### config.mk
export PLATFORM = sky130hd
export DESIGN_NAME = xbus_decode_config
export DESIGN_NICKNAME = d
export VERILOG_FILES = /design/src/logic/xbus_cfg_pkg.sv /design/src/logic/bus_clock_if.sv /design/src/logic/xbus_decode_config.sv /design/src/logic/bus_clock_gen.sv
export SDC_FILE = /design/constraint.sdc
export NUM_CORES = 1
export LEC_CHECK = 0
export BUFFER_PORTS_ARGS = -buffer_cell sky130_fd_sc_hd__buf_2
export CORE_MARGIN = 3
export CORE_UTILIZATION = 35
export CTS_BUF_LIST = sky130_fd_sc_hd__clkbuf_16
export DETAILED_ROUTE_END_ITERATION = 8
export GPL_TIMING_DRIVEN = 0
export PLACE_DENSITY_LB_ADDON = 0.1
export SKIP_CTS_REPAIR_TIMING = 1
export SYNTH_ARGS = -nofsm -noshare
export SYNTH_HDL_FRONTEND = slang
export SYNTH_SLANG_ARGS = --single-unit
### constraint.sdc
create_clock -name SYS_CLK -period 3.7 [get_ports SYS_CLK]
set_input_delay 0.185 -clock SYS_CLK [delete_from_list [all_inputs] [get_ports SYS_CLK]]
set_output_delay 0.185 -clock SYS_CLK [all_outputs]
set_load 0.01 [all_outputs]
### src/logic/xbus_cfg_pkg.sv
/*
  Constants, register map and pin bundle for the X-Bus decode configuration block.
  Assumes an APB master with 32-bit data; each register sits at four times its index.
*/
package xbus_cfg_pkg;

  // Register indices; byte address is four times the index
  localparam logic [9:0] IDX_STEPPING = 10'h008;
  localparam logic [9:0] IDX_MODE = 10'h040;
  localparam logic [9:0] IDX_ROM_A = 10'h042;
  localparam logic [9:0] IDX_ROM_B = 10'h043;
  localparam logic [9:0] IDX_BUS_CLOCK_DIVIDER = 10'h04d;
  localparam logic [9:0] IDX_PERIPH = 10'h04e;

  // Reset values
  localparam logic [7:0] MODE_RST = 8'h20;
  localparam logic [7:0] ROM_A_RST = 8'h10;
  localparam logic [7:0] ROM_B_RST = 8'h00;
  localparam logic [7:0] BUS_CLOCK_DIVIDER_RST = 8'h00;
  localparam logic [7:0] PERIPH_RST = 8'h07;

  // Implemented bits; reserved bits stay zero
  localparam logic [7:0] MODE_MASK = 8'h3b;
  localparam logic [7:0] ROM_A_MASK = 8'h3f;
  localparam logic [7:0] ROM_B_MASK = 8'h0f;
  localparam logic [7:0] BUS_CLOCK_DIVIDER_MASK = 8'h37;
  localparam logic [7:0] PERIPH_MASK = 8'h3f;

  // Field positions
  localparam int MODE_CRAM_BIT = 5;
  localparam int MODE_ENC_CS_BIT = 4;
  localparam int MODE_NMI_BIT = 3;
  localparam int ROM_A_ENLARGED_BIT = 5;
  localparam int ROM_A_HIGH_BIT = 4;
  localparam int ROM_B_WRITE_BIT = 3;
  localparam int ROM_B_16M_BIT = 2;
  localparam int ROM_B_VGA_HI_BIT = 1;
  localparam int ROM_B_VGA_LO_BIT = 0;
  localparam int CLK_FPU_BIT = 5;
  localparam int CLK_MOUSE_BIT = 4;
  localparam int PER_SECONDARY_BIT = 5;
  localparam int PER_IDE_BIT = 4;
  localparam int PER_FLP_PAIR_BIT = 3;
  localparam int PER_FLP_REST_BIT = 2;
  localparam int PER_KBD_BIT = 1;
  localparam int PER_RTC_BIT = 0;

  // Bus clock divisor codes
  localparam logic [2:0] DIV_CODE_4 = 3'h0;
  localparam logic [2:0] DIV_CODE_3 = 3'h1;
  localparam logic [2:0] DIV_LAST_4 = 3'h3;
  localparam logic [2:0] DIV_LAST_3 = 3'h2;
  localparam logic [2:0] BCLK_HIGH_CNT = 3'h2;

  // Memory windows of the boot ROM
  localparam logic [31:0] LOW_ROM_BASE = 32'h000e0000;
  localparam logic [31:0] LOW_ALIAS1_BASE = 32'hffee0000;
  localparam logic [31:0] LOW_ALIAS2_BASE = 32'hfffe0000;
  localparam logic [31:0] BLOCK16K_SIZE = 32'h00004000;
  localparam logic [31:0] HIGH_ROM_BASE = 32'h000f0000;
  localparam logic [31:0] ROM_16M_BASE = 32'h00ff0000;
  localparam logic [31:0] ROM_4G_BASE = 32'hffff0000;
  localparam logic [31:0] SEG64K_LAST = 32'h0000ffff;
  localparam logic [31:0] ENLARGED_LO = 32'hfff80000;
  localparam logic [31:0] ENLARGED_HI = 32'hfffdffff;
  localparam logic [31:0] VGA_LO_BASE = 32'h000c0000;
  localparam logic [31:0] VGA_HI_BASE = 32'h000c4000;

  // I/O ports, primary and secondary
  localparam logic [15:0] FLP_PAIR_P = 16'h03f0;
  localparam logic [15:0] FLP_PAIR_S = 16'h0370;
  localparam logic [15:0] FLP_REST_P = 16'h03f2;
  localparam logic [15:0] FLP_REST_S = 16'h0372;
  localparam logic [15:0] FLP_REST_P_END = 16'h03f7;
  localparam logic [15:0] FLP_REST_S_END = 16'h037f;
  localparam logic [15:0] SHARED_P = 16'h03f6;
  localparam logic [15:0] SHARED_S = 16'h0376;
  localparam logic [15:0] DISK_STAT_P = 16'h03f7;
  localparam logic [15:0] DISK_STAT_S = 16'h0377;
  localparam logic [15:0] IDE_TASK_P = 16'h01f0;
  localparam logic [15:0] IDE_TASK_S = 16'h0170;
  localparam logic [15:0] PAIR_SPAN = 16'h0001;
  localparam logic [15:0] TASK_SPAN = 16'h0007;
  localparam logic [15:0] KBD_FIRST = 16'h0060;
  localparam logic [15:0] KBD_LAST = 16'h0066;
  localparam logic [15:0] RTC_FIRST = 16'h0070;
  localparam logic [15:0] RTC_LAST = 16'h0077;
  localparam logic [15:0] CRAM_FIRST = 16'h0800;
  localparam logic [15:0] CRAM_LAST = 16'h08ff;
  localparam logic [15:0] CRAM_PAGE_PORT = 16'h0c00;

  // Shared chip-select pin codes
  localparam logic [2:0] CS_PINS_IDLE = 3'h7;
  localparam logic [2:0] ENC_IDE0 = 3'h3;
  localparam logic [2:0] ENC_IDE1 = 3'h4;

  localparam logic [1:0] STRAP_WAIT = 2'h2;

  // Pins sampled from outside the clock domain
  typedef struct packed {
    logic test_n;
    logic [31:0] la;
    logic mem_rd;
    logic mem_wr;
    logic io_rd;
    logic io_wr;
    logic [7:0] io_data;
    logic serr_n;
    logic fpu_error_n;
    logic aux_buffer_full;
    logic disk_change;
  } pins_type;

  localparam pins_type PINS_RST = '{test_n: 1'b1, la: 32'h0, mem_rd: 1'b0, mem_wr: 1'b0, io_rd: 1'b0,
    io_wr: 1'b0, io_data: 8'h0, serr_n: 1'b1, fpu_error_n: 1'b1, aux_buffer_full: 1'b0, disk_change: 1'b0};

endpackage : xbus_cfg_pkg

### src/logic/bus_clock_if.sv
/*
  Link between the configuration core and the bus clock generator.
  Assumes both ends run on the system clock.
*/
`timescale 1ns/10ps
interface bus_clock_if;
  logic [2:0] div_code;
  logic bclk;
  logic bclk_rise;

  modport ctl (output div_code, input bclk, input bclk_rise);
  modport gen (input div_code, output bclk, output bclk_rise);
endinterface : bus_clock_if

### src/logic/xbus_decode_config.sv
/*
  Configuration registers over APB and the X-Bus address decode they steer:
  boot ROM select, floppy, IDE, keyboard and RTC selects, transceiver enable,
  page address, interrupt routing bits and bus clock divisor.
  Assumes cycle pins hold steady while a strobe is active; every pin is resynchronised.
*/
// The APB register port was decided locally.
// Summary of operation
// - Test low floats all outputs
// - Stepping byte is fixed, writes ignored
// - Mode bit 5 drives RAM page address
// - Mode bit 4 picks separate or encoded selects
// - Mode bit 3 gates NMI on system error
// - Mode bits 1:0 zero select discrete masters
// - ROM select on reads; writes need enable
// - Bit 5 enables enlarged top ROM window
// - Bit 4 enables high ROM segment aliases
// - Bits 0-3 enable four low ROM blocks
// - Bit 2 enables top 64K below 16M
// - Bits 0,1 enable video ROM blocks
// - Bit 5 routes coprocessor error to IRQ13
// - Bit 4 makes mouse edge raise IRQ12
// - Divisor code 000 by 4, 001 by 3
// - Disabled peripheral gets no select, no transceiver
// - Bit 5 picks primary or secondary ports
// - Floppy select needs strap plus pair or rest bit for the port
// - Reset enables rest ports, disables floppy pair
// - Shared status ports go to IDE select when bit 4 enables IDE decode, else to floppy
// - Disk change strap caught after reset
// - Bit 4 enables IDE decode
// - Bit 1 enables keyboard decode
`timescale 1ns/10ps
module xbus_decode_config
  import xbus_cfg_pkg::*;
#(
  parameter logic [7:0] STEPPING_CODE = 8'h5a // Arbitrary value
)(
  // Clock and reset
  input wire logic SYS_CLK,
  input wire logic ARST_N,
  // APB slave
  input wire logic PSEL,
  input wire logic PENABLE,
  input wire logic PWRITE,
  input wire logic [11:0] PADDR,
  input wire logic [31:0] PWDATA,
  output logic [31:0] PRDATA,
  output logic PREADY,
  output logic PSLVERR,
  // Pins from the system side
  input wire logic TEST_N,
  input wire logic [31:0] LA,
  input wire logic MEM_RD,
  input wire logic MEM_WR,
  input wire logic IO_RD,
  input wire logic IO_WR,
  input wire logic [7:0] IO_DATA,
  input wire logic SERR_N,
  input wire logic FPU_ERROR_N,
  input wire logic AUX_BUFFER_FULL,
  input wire logic DISK_CHANGE_IN,
  // Output enable shared by all output pins
  output logic PIN_OE_N,
  // Chip selects and transceiver
  output logic ROM_CHIP_SELECT_N,
  output logic FLOPPY_CHIP_SELECT_N,
  output logic IDE_CHIP_SELECT0_N,
  output logic IDE_CHIP_SELECT1_N,
  output logic KBD_CHIP_SELECT_N,
  output logic RTC_CHIP_SELECT_N,
  output logic XBUS_OUTPUT_ENABLE_N,
  output logic [2:0] SHARED_CHIP_SELECT,
  // Page address and pin modes
  output logic [4:0] CRAM_PAGE_ADDRESS,
  output logic CRAM_PAGE_DRIVE,
  output logic MASTER_DISCRETE_MODE,
  // Interrupt requests and bus clock
  output logic NMI_PULSE,
  output logic IRQ13_REQ,
  output logic IRQ12_REQ,
  output logic BUS_CLK,
  output logic BUS_CLK_STROBE
);

  function automatic logic in_win(input logic [31:0] a, input logic [31:0] lo, input logic [31:0] hi);
    in_win = (a >= lo) && (a <= hi);
  endfunction : in_win

  function automatic logic io_win(input logic [15:0] a, input logic [15:0] lo, input logic [15:0] span);
    io_win = (a >= lo) && (a <= lo + span);
  endfunction : io_win

  pins_type pins_in;
  pins_type sync1_r;
  pins_type s;
  logic [7:0] mode_r;
  logic [7:0] rom_a_r;
  logic [7:0] rom_b_r;
  logic [7:0] bus_clock_divider_r;
  logic [7:0] periph_r;
  logic [4:0] cram_page_r;
  logic strap_r;
  logic [1:0] strap_cnt_r;
  logic serr_prev_r;
  logic aux_prev_r;
  logic hit;
  logic [7:0] rd_mux;
  logic wr_take;

  assign pins_in = '{test_n: TEST_N, la: LA, mem_rd: MEM_RD, mem_wr: MEM_WR, io_rd: IO_RD, io_wr: IO_WR,
    io_data: IO_DATA, serr_n: SERR_N, fpu_error_n: FPU_ERROR_N, aux_buffer_full: AUX_BUFFER_FULL,
    disk_change: DISK_CHANGE_IN};

  // Two-stage synchroniser; only the second stage feeds logic
  always_ff @(posedge SYS_CLK or negedge ARST_N) begin
    if (!ARST_N) begin
      sync1_r <= PINS_RST;
      s <= PINS_RST;
    end else begin
      sync1_r <= pins_in;
      s <= sync1_r;
    end
  end

  // Register decode and read data
  always_comb begin
    hit = 1'b1;
    rd_mux = 8'h00;
    unique case (PADDR[11:2])
      IDX_STEPPING: rd_mux = STEPPING_CODE;
      IDX_MODE: rd_mux = mode_r;
      IDX_ROM_A: rd_mux = rom_a_r;
      IDX_ROM_B: rd_mux = rom_b_r;
      IDX_BUS_CLOCK_DIVIDER: rd_mux = bus_clock_divider_r;
      IDX_PERIPH: rd_mux = periph_r;
      default: hit = 1'b0;
    endcase
  end

  // Answer in the first access cycle; unmapped addresses error
  always_ff @(posedge SYS_CLK or negedge ARST_N) begin
    if (!ARST_N) begin
      PREADY <= 1'b0;
      PSLVERR <= 1'b0;
      PRDATA <= 32'h0;
    end else begin
      PREADY <= PSEL && !PENABLE;
      PSLVERR <= PSEL && !PENABLE && !hit;
      if (PSEL && !PENABLE && !PWRITE) begin
        PRDATA <= {24'h0, rd_mux};
      end
    end
  end

  assign wr_take = PSEL && PENABLE && PREADY && PWRITE;

  // Writable registers; stepping index has no storage, reserved bits masked
  always_ff @(posedge SYS_CLK or negedge ARST_N) begin
    if (!ARST_N) begin
      mode_r <= MODE_RST;
      rom_a_r <= ROM_A_RST;
      rom_b_r <= ROM_B_RST;
      bus_clock_divider_r <= BUS_CLOCK_DIVIDER_RST;
      periph_r <= PERIPH_RST;
    end else if (wr_take) begin
      unique case (PADDR[11:2])
        IDX_MODE: mode_r <= PWDATA[7:0] & MODE_MASK;
        IDX_ROM_A: rom_a_r <= PWDATA[7:0] & ROM_A_MASK;
        IDX_ROM_B: rom_b_r <= PWDATA[7:0] & ROM_B_MASK;
        IDX_BUS_CLOCK_DIVIDER: bus_clock_divider_r <= PWDATA[7:0] & BUS_CLOCK_DIVIDER_MASK;
        IDX_PERIPH: periph_r <= PWDATA[7:0] & PERIPH_MASK;
        default: ;
      endcase
    end
  end

  // Floppy strap caught once the synchroniser has filled after reset release
  always_ff @(posedge SYS_CLK or negedge ARST_N) begin
    if (!ARST_N) begin
      strap_cnt_r <= 2'h0;
      strap_r <= 1'b0;
    end else if (strap_cnt_r != STRAP_WAIT + 2'h1) begin
      strap_cnt_r <= strap_cnt_r + 2'h1;
      if (strap_cnt_r == STRAP_WAIT) begin
        strap_r <= s.disk_change;
      end
    end
  end

  // Decode of the current cycle
  logic io_cyc;
  logic [15:0] ia;
  logic sec;
  logic rom_hit;
  logic rom_sel;
  logic ide0;
  logic ide1;
  logic shared;
  logic flp;
  logic flp_oe;
  logic kbd;
  logic rtc;
  logic cram;
  logic [3:0] low_hit;

  assign io_cyc = s.io_rd || s.io_wr;
  assign ia = s.la[15:0];
  assign sec = periph_r[PER_SECONDARY_BIT];

  // Low ROM blocks and their two high aliases
  always_comb begin
    low_hit = 4'h0;
    for (int i = 0; i < 4; i++) begin
      low_hit[i] = rom_a_r[i] && (in_win(s.la, LOW_ROM_BASE + BLOCK16K_SIZE * i,
          LOW_ROM_BASE + BLOCK16K_SIZE * (i + 1) - 32'h1)
        || in_win(s.la, LOW_ALIAS1_BASE + BLOCK16K_SIZE * i, LOW_ALIAS1_BASE + BLOCK16K_SIZE * (i + 1) - 32'h1)
        || in_win(s.la, LOW_ALIAS2_BASE + BLOCK16K_SIZE * i,
          LOW_ALIAS2_BASE + BLOCK16K_SIZE * (i + 1) - 32'h1));
    end
  end

  assign rom_hit = (|low_hit)
    || (rom_a_r[ROM_A_ENLARGED_BIT] && in_win(s.la, ENLARGED_LO, ENLARGED_HI))
    || (rom_a_r[ROM_A_HIGH_BIT] && (in_win(s.la, HIGH_ROM_BASE, HIGH_ROM_BASE + SEG64K_LAST)
      || in_win(s.la, ROM_16M_BASE, ROM_16M_BASE + SEG64K_LAST)
      || in_win(s.la, ROM_4G_BASE, ROM_4G_BASE + SEG64K_LAST)))
    || (rom_b_r[ROM_B_16M_BIT] && in_win(s.la, ROM_16M_BASE, ROM_16M_BASE + SEG64K_LAST))
    || (rom_b_r[ROM_B_VGA_LO_BIT] && in_win(s.la, VGA_LO_BASE, VGA_LO_BASE + BLOCK16K_SIZE - 32'h1))
    || (rom_b_r[ROM_B_VGA_HI_BIT] && in_win(s.la, VGA_HI_BASE, VGA_HI_BASE + BLOCK16K_SIZE - 32'h1));

  // Writes reach the ROM only with the write enable set
  assign rom_sel = rom_hit && (s.mem_rd || (s.mem_wr && rom_b_r[ROM_B_WRITE_BIT]));

  assign shared = io_win(ia, sec ? SHARED_S : SHARED_P, PAIR_SPAN);
  assign ide0 = io_cyc && periph_r[PER_IDE_BIT] && io_win(ia, sec ? IDE_TASK_S : IDE_TASK_P, TASK_SPAN);
  assign ide1 = io_cyc && periph_r[PER_IDE_BIT] && shared;
  // Shared status ports never reach the floppy while IDE owns them
  assign flp = io_cyc && strap_r && !ide1
    && ((periph_r[PER_FLP_PAIR_BIT] && io_win(ia, sec ? FLP_PAIR_S : FLP_PAIR_P, PAIR_SPAN))
    || (periph_r[PER_FLP_REST_BIT] && in_win({16'h0, ia}, {16'h0, sec ? FLP_REST_S : FLP_REST_P},
      {16'h0, sec ? FLP_REST_S_END : FLP_REST_P_END})));
  // No transceiver on a disk-status read when no IDE sits on the X-Bus
  assign flp_oe = flp && !(s.io_rd && !periph_r[PER_IDE_BIT] && ia == (sec ? DISK_STAT_S : DISK_STAT_P));
  assign kbd = io_cyc && periph_r[PER_KBD_BIT] && io_win(ia, KBD_FIRST, KBD_LAST - KBD_FIRST) && !ia[0];
  assign rtc = io_cyc && periph_r[PER_RTC_BIT] && io_win(ia, RTC_FIRST, RTC_LAST - RTC_FIRST);
  assign cram = io_cyc && io_win(ia, CRAM_FIRST, CRAM_LAST - CRAM_FIRST);

  // Registered chip selects and transceiver enable
  always_ff @(posedge SYS_CLK or negedge ARST_N) begin
    if (!ARST_N) begin
      ROM_CHIP_SELECT_N <= 1'b1;
      FLOPPY_CHIP_SELECT_N <= 1'b1;
      IDE_CHIP_SELECT0_N <= 1'b1;
      IDE_CHIP_SELECT1_N <= 1'b1;
      KBD_CHIP_SELECT_N <= 1'b1;
      RTC_CHIP_SELECT_N <= 1'b1;
      XBUS_OUTPUT_ENABLE_N <= 1'b1;
    end else begin
      ROM_CHIP_SELECT_N <= !rom_sel;
      FLOPPY_CHIP_SELECT_N <= !flp;
      IDE_CHIP_SELECT0_N <= !ide0;
      IDE_CHIP_SELECT1_N <= !ide1;
      KBD_CHIP_SELECT_N <= !kbd;
      RTC_CHIP_SELECT_N <= !rtc;
      XBUS_OUTPUT_ENABLE_N <= !(rom_sel || flp_oe || ide0 || ide1 || kbd || rtc);
    end
  end

  // Shared pins: separate selects idle here, encoded mode carries the IDE selects
  always_ff @(posedge SYS_CLK or negedge ARST_N) begin
    if (!ARST_N) begin
      SHARED_CHIP_SELECT <= CS_PINS_IDLE;
    end else if (!mode_r[MODE_ENC_CS_BIT]) begin
      SHARED_CHIP_SELECT <= CS_PINS_IDLE;
    end else begin
      SHARED_CHIP_SELECT <= ide0 ? ENC_IDE0 : (ide1 ? ENC_IDE1 : CS_PINS_IDLE);
    end
  end

  // Page number latched from the page port; driven only during RAM space access
  always_ff @(posedge SYS_CLK or negedge ARST_N) begin
    if (!ARST_N) begin
      cram_page_r <= 5'h00;
      CRAM_PAGE_ADDRESS <= 5'h00;
      CRAM_PAGE_DRIVE <= 1'b0;
    end else begin
      if (s.io_wr && ia == CRAM_PAGE_PORT) begin
        cram_page_r <= s.io_data[4:0];
      end
      CRAM_PAGE_DRIVE <= cram && mode_r[MODE_CRAM_BIT];
      CRAM_PAGE_ADDRESS <= (cram && mode_r[MODE_CRAM_BIT]) ? cram_page_r : 5'h00;
    end
  end

  // Pin modes and test float; test input stalls nothing else
  always_ff @(posedge SYS_CLK or negedge ARST_N) begin
    if (!ARST_N) begin
      PIN_OE_N <= 1'b1;
      MASTER_DISCRETE_MODE <= 1'b1;
    end else begin
      PIN_OE_N <= !s.test_n;
      MASTER_DISCRETE_MODE <= (mode_r[1:0] == 2'b00);
    end
  end

  // Interrupt sources; set beats the port 60h read that clears the mouse latch
  always_ff @(posedge SYS_CLK or negedge ARST_N) begin
    if (!ARST_N) begin
      serr_prev_r <= 1'b1;
      aux_prev_r <= 1'b0;
      NMI_PULSE <= 1'b0;
      IRQ13_REQ <= 1'b0;
      IRQ12_REQ <= 1'b0;
    end else begin
      serr_prev_r <= s.serr_n;
      aux_prev_r <= s.aux_buffer_full;
      NMI_PULSE <= mode_r[MODE_NMI_BIT] && serr_prev_r && !s.serr_n;
      IRQ13_REQ <= bus_clock_divider_r[CLK_FPU_BIT] && !s.fpu_error_n;
      if (bus_clock_divider_r[CLK_MOUSE_BIT] && s.aux_buffer_full && !aux_prev_r) begin
        IRQ12_REQ <= 1'b1;
      end else if (s.io_rd && ia == KBD_FIRST) begin
        IRQ12_REQ <= 1'b0;
      end
    end
  end

  // Bus clock divider
  bus_clock_if bclk_link ();

  assign bclk_link.div_code = bus_clock_divider_r[2:0];
  assign BUS_CLK = bclk_link.bclk;
  assign BUS_CLK_STROBE = bclk_link.bclk_rise;

  bus_clock_gen u_bus_clock_gen (
    .clk(SYS_CLK),
    .arst_n(ARST_N),
    .bus(bclk_link.gen)
  );
endmodule : xbus_decode_config

### src/logic/bus_clock_gen.sv
/*
  Bus clock divider: makes the expansion bus clock and a one-cycle rise strobe.
  Assumes the divisor code comes from a register on the same clock.
*/
`timescale 1ns/10ps
module bus_clock_gen
  import xbus_cfg_pkg::*;
(
  // Clock and reset
  input wire logic clk,
  input wire logic arst_n,
  // Divisor in, clock out
  bus_clock_if.gen bus
);

  logic [2:0] cnt_r;
  logic [2:0] last;

  // Reserved codes fall back to divide by four
  assign last = (bus.div_code == DIV_CODE_3) ? DIV_LAST_3 : DIV_LAST_4;

  // Counter wraps at or above the last count, so a change of divisor never strands it
  always_ff @(posedge clk or negedge arst_n) begin
    if (!arst_n) begin
      cnt_r <= 3'h0;
      bus.bclk <= 1'b0;
      bus.bclk_rise <= 1'b0;
    end else begin
      cnt_r <= (cnt_r >= last) ? 3'h0 : cnt_r + 3'h1;
      bus.bclk_rise <= (cnt_r >= last);
      bus.bclk <= (cnt_r >= last) || (cnt_r + 3'h1 < BCLK_HIGH_CNT);
    end
  end
endmodule : bus_clock_gen

==> impl_metrics.tcl, run 1 <==
set metrics [dict create \
    place_ws_ns 1.34 \
    synthFlopType "dfrtp_1" \
    critPathCaptureType "flip-flop" \
    syn_avg_cell_area_sq_um 14.3 \
    tns_ns 0 \
    worstPathMaxFanout 6 \
    drive_gt1_share_pct 36.6 \
    drtIter0Drc 136 \
    grt_overflow 0 \
    crit_family "simple AND/OR/NAND/NOR gates" \
    wl_met3_um 680 \
    wl_mm 11.8 \
    path_depth 6 \
    synth_area_leaders "dfrtp_1 (59%), dfstp_2 (10%), mux2_2 (6.7%), buf_4 (3.5%), nor4_4 (1.5%)" \
    fp.coreArea_sq_um 16100 \
    clock-sinks 162 \
    wl_per_cell_um 14.3 \
    period_share_pct 63.9 \
    cp.arrival_ns 2.67 \
    fillers 1470 \
    critPathLaunch "ia[14]" \
    hold_path.class "input pin to flip-flop" \
    synthDistinctLibCells 55 \
    skew_ns 0.00613 \
    portBuffers 98 \
    r2r_cells 6 \
    gp_congestion 0.816 \
    die-area_sq_um 18300 \
    yosys-top-cells-count "dfrtp_1 (139), mux2_2 (35), buf_4 (27)" \
    cts-buffers-inserted 17 \
    layout.cells.non_filler 825 \
    grt_max_degree 95 \
    place_area_sq_um 6740 \
    h-tree-depth 4 \
    avgViaCountPerCell 4.47 \
    met2_length_mm 5.68 \
    period_minus_slack_ns 2.36 \
    worst_slack_ns 1.34 \
    syn-cell-area_sq_um 5850 \
    fp.dieW_um 135 \
    ys_warn_count 0 \
    dp_cells 747 \
    drcViolationCount 0 \
    io-pin-count 155 \
    r2r-end "cram_page_r[1]" \
    area_growth_pct 32.6 \
    ys_ff_latch 162 \
    synth_edf_count 0 \
    crit_chain "or4_4 -> or3_4 -> nor4_4 -> and3_1 -> buf_4 -> mux2_2" \
    netlist.area_leader.share_pct 59.4 \
    synth_top_area_cell "dfrtp_1" \
    async_flop_share_pct 100 \
    num_vias 3687 \
    start_util_pct 36.3 \
    cp_slowest_cell "or4_4" \
    reg2reg_setup_slack_ns 1.34 \
    worstSetupPathType "flip-flop to flip-flop" \
    firstDrtPassIters 4 \
    rows 46 \
    tightest_slew_ns 0.625 \
    wl_met1_mm 5.31 \
    cp-start-kind "flip-flop" \
    cts_buffer_depth 2 \
    max_freq_ghz 0.423 \
    antenna_found_initial 0 \
    crit_required_ns 4.01 \
    antenna_cells 0 \
    peakVddDrop_mv 0.308 \
    grt_use_total_pct 13.4 \
    routed.top_layer "met4" \
    rsz0062_at_grt "false" \
    grt_pass1_vias 3587 \
    drv_slew 0 \
    status "finished clean" \
    setup_viol 0 \
    cap_violations 0 \
    regToRegStartpoint "ia[14]" \
    crit_path_end "cram_page_r[1]" \
    nets 701 \
    postRouteAntennaNets 0 \
    power_density_nw_per_um2 494 \
    relSlewSlack_pct 58.0 \
    cts_tree "built" \
    yosys.cell_count.top_type "dfrtp_1" \
    clk_pin_slew_ns 0.06 \
    clock_latency_ns 0.42 \
    die_h_um 135 \
    cts_root_buffer "clkbuf_16" \
    grt_pass1_wl_mm 18.8 \
    hold_violations 0 \
    fin_area_sq_um 7760 \
    path_buf_inv 1 \
    synthCells 408 \
    cp_slowest_stage_delay_ns 0.58 \
    power.leakage_nw 3.63 \
    dp_hpwl_mm 8.48 \
    ys_seq_area_share_pct 69.8 \
]
-- flip-flops by register name, indices dropped and copies added (netlist names), 2 cells and up --
register               cells
sync1_r                   46
cram_page_r                5
u_bus_clock_gen.cnt_r      3
rom_a_r                    6
strap_cnt_r                2
mode_r                     5
rom_b_r                    4
SHARED_CHIP_SELECT         2
CRAM_PAGE_ADDRESS          5
PRDATA                     7
bus_clock_divider_r        5
ia                        16
s                         30
periph_r                   6
-- cells by family after synthesis --
kind of cell | count (synthesis) | synth area share [%]
compound gates | 37 | 4.26
other cells | 1 | 0.0641
mux | 37 | 7.08
buf+inv | 45 | 4.66
fa+ha+maj | 6 | 1.28
xor+xnor | 1 | 0.150
simple gates | 119 | 12.7
flops | 162 | 69.8
-- layout by cell type (no fill, tap or decap), types with 4 or more instances in the layout --
cell	synthesis	final
dfrtp_1	139	139
buf_2	2	99
dlygate4sd3_1	0	47
mux2_2	35	35
buf_4	27	27
conb_1	1	25
dfstp_2	23	23
nor2_1	22	22
nand2_1	18	18
inv_1	14	17
clkbuf_16	0	17
nand3_1	12	12
nand4_1	12	12
a21oi_1	10	10
and2_1	7	7
nor4_1	7	7
nor3_1	7	7
o21ai_0	7	7
ha_1	6	6
nor2b_1	4	4
nor4_4	4	4
clkinv_2	0	4
-- worst min-delay path: cells and delay by family --
family / cells / cell delay [ns]
buffers and inverters: 1 / 0.11
AO/OA/AOI/OAI: 1 / 0.06
AND/OR/NAND/NOR: 1 / 0.04
-- worst min path at each step --
| stage | from | endpoint | slack, ns | depth (start not counted) |
|---|---|---|---|---|
| floorplan | ARST_N | CRAM_PAGE_ADDRESS[0] | -0.11 | 0 |
| global placement | TEST_N | sync1_r[48] | 0.29 | 1 |
| detailed placement | ARST_N | s[6] | 0.22 | 1 |
| CTS | ARST_N | sync1_r[6] | -0.23 | 1 |
| global route | PWDATA[5] | periph_r[5] | 0.04 | 3 |
| finish | PWDATA[5] | periph_r[5] | 0.02 | 3 |
-- final cells by class --
type                            count  area [sq um]  share of cell area [%]
Timing Repair Buffer              146           995                    12.8
Inverter                           14          52.6                   0.677
Buffer                             31           220                    2.84
Clock buffer                       17           425                    5.48
Multi-Input combinational cell    225          1590                    20.4
Sequential cell                   162          4080                    52.6
Clock inverter                     14           126                    1.63
Tap cell                          216           270                    3.48
-- through the flow --
| step | utilization [%] | total power [W] | hold slack [ns] |
|---|---|---|---|
| after floorplan | - | 0.00205 | -0.111 |
| after global placement | 41.6 | 0.00217 | 0.291 |
| after detailed placement | 41.8 | 0.00219 | 0.222 |
| after CTS | 45.2 | 0.00385 | -0.230 |
| after global routing | 48.1 | 0.00401 | 0.0388 |
| final | 48.1 | 0.00383 | 0.0228 |
-- routing by layer --
metal  global-route usage, %  vias up
li1                        -     1767
met1                    17.7     1801
met2                    20.8      107
met3                    4.57       12
met4                    4.54        0
met5                       0        -
-- power breakdown --
group	total (W)	switching (W)	leakage (nW)	internal, W
sequential	0.00191	0.0000427	1.94	0.00187
clock	0.00165	0.000672	0.276	0.000973
combinational	0.000277	0.000142	1.41	0.000135
Note: power is estimated with default switching activity, not from simulation.
==> run 2: changes to the inputs <==
- clock period: 3.7 -> 2.22 ns (I/O delays scaled with it)
==> impl_metrics.tcl, run 2 (synthesis results as in run 1) <==
set metrics [dict create \
    cts_root_buffer "clkbuf_16" \
    peakVddDrop_mv 0.514 \
    portBuffers 98 \
    drcViolationCount 0 \
    cap_violations 0 \
    period_share_pct 103 \
    antenna_cells 0 \
    critPathLaunch "ia[15]" \
    multi_input_area_sq_um 1590 \
    clk_pin_slew_ns 0.06 \
    largest_reg_flops 46 \
    r2r-end "cram_page_r[1]" \
    drtIter0Drc 108 \
    final-seq-area_sq_um 4090 \
    firstDrtPassIters 4 \
    tightest_slew_ns 0.642 \
    fp.dieW_um 135 \
    setup_viol 5 \
    die-area_sq_um 18300 \
    status "finished, violations left" \
    hold_violations 0 \
    power.leakage_nw 3.67 \
    start_util_pct 36.3 \
    fillers 1465 \
    dp_cells 747 \
    h-tree-depth 4 \
    tns_ns -0.286 \
    crit_path_end "cram_page_r[1]" \
    reg2reg_setup_slack_ns -0.07 \
    clock-sinks 162 \
    grt_pass1_vias 3587 \
    avgViaCountPerCell 4.49 \
    nets 710 \
    regToRegStartpoint "ia[15]" \
    regMostFlops "sync1_r" \
    fin_total_pwr_w 0.00639 \
    cp.arrival_ns 2.59 \
    drv_slew 0 \
    rows 46 \
    grt_use_total_pct 13.4 \
    r2r_cells 6 \
    die_h_um 135 \
    worstPathMaxFanout 5 \
    max_freq_ghz 0.437 \
    worst_slack_ns -0.0659 \
    violations "setup timing" \
    clock_latency_ns 0.42 \
    period_minus_slack_ns 2.29 \
    worstSetupPathType "flip-flop to flip-flop" \
    crit_required_ns 2.52 \
    cts_buffer_depth 2 \
    postRouteAntennaNets 0 \
    layout.cells.non_filler 834 \
    cp-start-kind "flip-flop" \
    rsz0062_at_grt "true" \
    fp.coreArea_sq_um 16100 \
    hold_path.class "input pin to flip-flop" \
    wl_mm 11.9 \
    relSlewSlack_pct 56.9 \
    drive_gt1_share_pct 37.1 \
    grt_pass1_wl_mm 18.8 \
    area_growth_pct 34.1 \
    power_density_nw_per_um2 815 \
    layout_commonest_cell "dfrtp_1" \
    cts_tree "built" \
    critPathCaptureType "flip-flop" \
    final_cell_mix "dfrtp_1 (137), buf_2 (99), dlygate4sd3_1 (52)" \
    grt_overflow 0 \
    io-pin-count 155 \
    wl_per_cell_um 14.2 \
    dp_hpwl_mm 8.48 \
    final_core_util_pct 48.7 \
    gp_congestion 0.816 \
    grt_max_degree 95 \
    cts-buffers-inserted 17 \
    num_vias 3747 \
    antenna_found_initial 0 \
    skew_ns 0.00727 \
    place_ws_ns -0.143 \
]
-- run 2: changes by cell type in the layout (fill, tap and decap cells not counted) --
cell / before / now
mux2_2: 35 / 34
buf_4: 27 / 30
mux2_4: 0 / 1
dfrtp_1: 139 / 137
dlygate4sd3_1: 47 / 52
dfrtp_2: 0 / 2
buf_6: 1 / 2
-- run 2: through the flow --
stage          area (sq um)  hold slack, ns
2_1_floorplan          5940          -0.185
4_1_cts                7290          -0.304
3_5_place_dp           6740           0.148
5_1_grt                7850         0.00437
3_3_place_gp           6700           0.217
6_report               7850          0.0211
-- run 2: metal layers --
metal | share of wire (%) | GRT usage (%) | wire [um] | vias up
met5 | 0 | 0 | 0 | -
met4 | 0.99 | 4.54 | 117 | 0
met3 | 5.6 | 4.57 | 669 | 10
met2 | 48 | 20.8 | 5720 | 106
met1 | 45 | 17.7 | 5350 | 1846
li1 | - | - | - | 1785
-- run 2: layout make-up --
class	instances	area share, %
flip-flops and latches	162	52.0
repair buffers	155	13.7
inverters	14	0.670
multi-input cells	225	20.3
clock buffers	17	5.42
well taps	216	3.44
plain buffers	31	2.85
clock inverters	14	1.61
-- run 2: worst min path at each step --
stage,start,depth (start not counted),slack (ns),end
2_1_floorplan,ARST_N,0,-0.18,CRAM_PAGE_ADDRESS[0]
3_3_place_gp,TEST_N,1,0.22,sync1_r[48]
3_5_place_dp,ARST_N,1,0.15,s[6]
4_1_cts,ARST_N,1,-0.30,sync1_r[6]
5_1_grt,PWDATA[1],2,0.004,periph_r[1]
6_report,PWDATA[1],2,0.02,rom_b_r[1]
-- run 2: where the power goes --
part / internal (W) / leakage [nW] / switching, W
Clock: 0.00162 / 0.276 / 0.00111
Combinational: 0.000234 / 1.45 / 0.000242
Sequential: 0.00311 / 1.94 / 0.0000688
Total: 0.00497 / 3.67 / 0.00142
-- run 2: worst max-delay path, cell delays in order, from the launching register on --
cell and delay, ns:
dfrtp_2 0.40, or4_4 0.55, or3_4 0.38, nor4_4 0.17
and3_1 0.22, buf_6 0.13, mux2_2 0.33
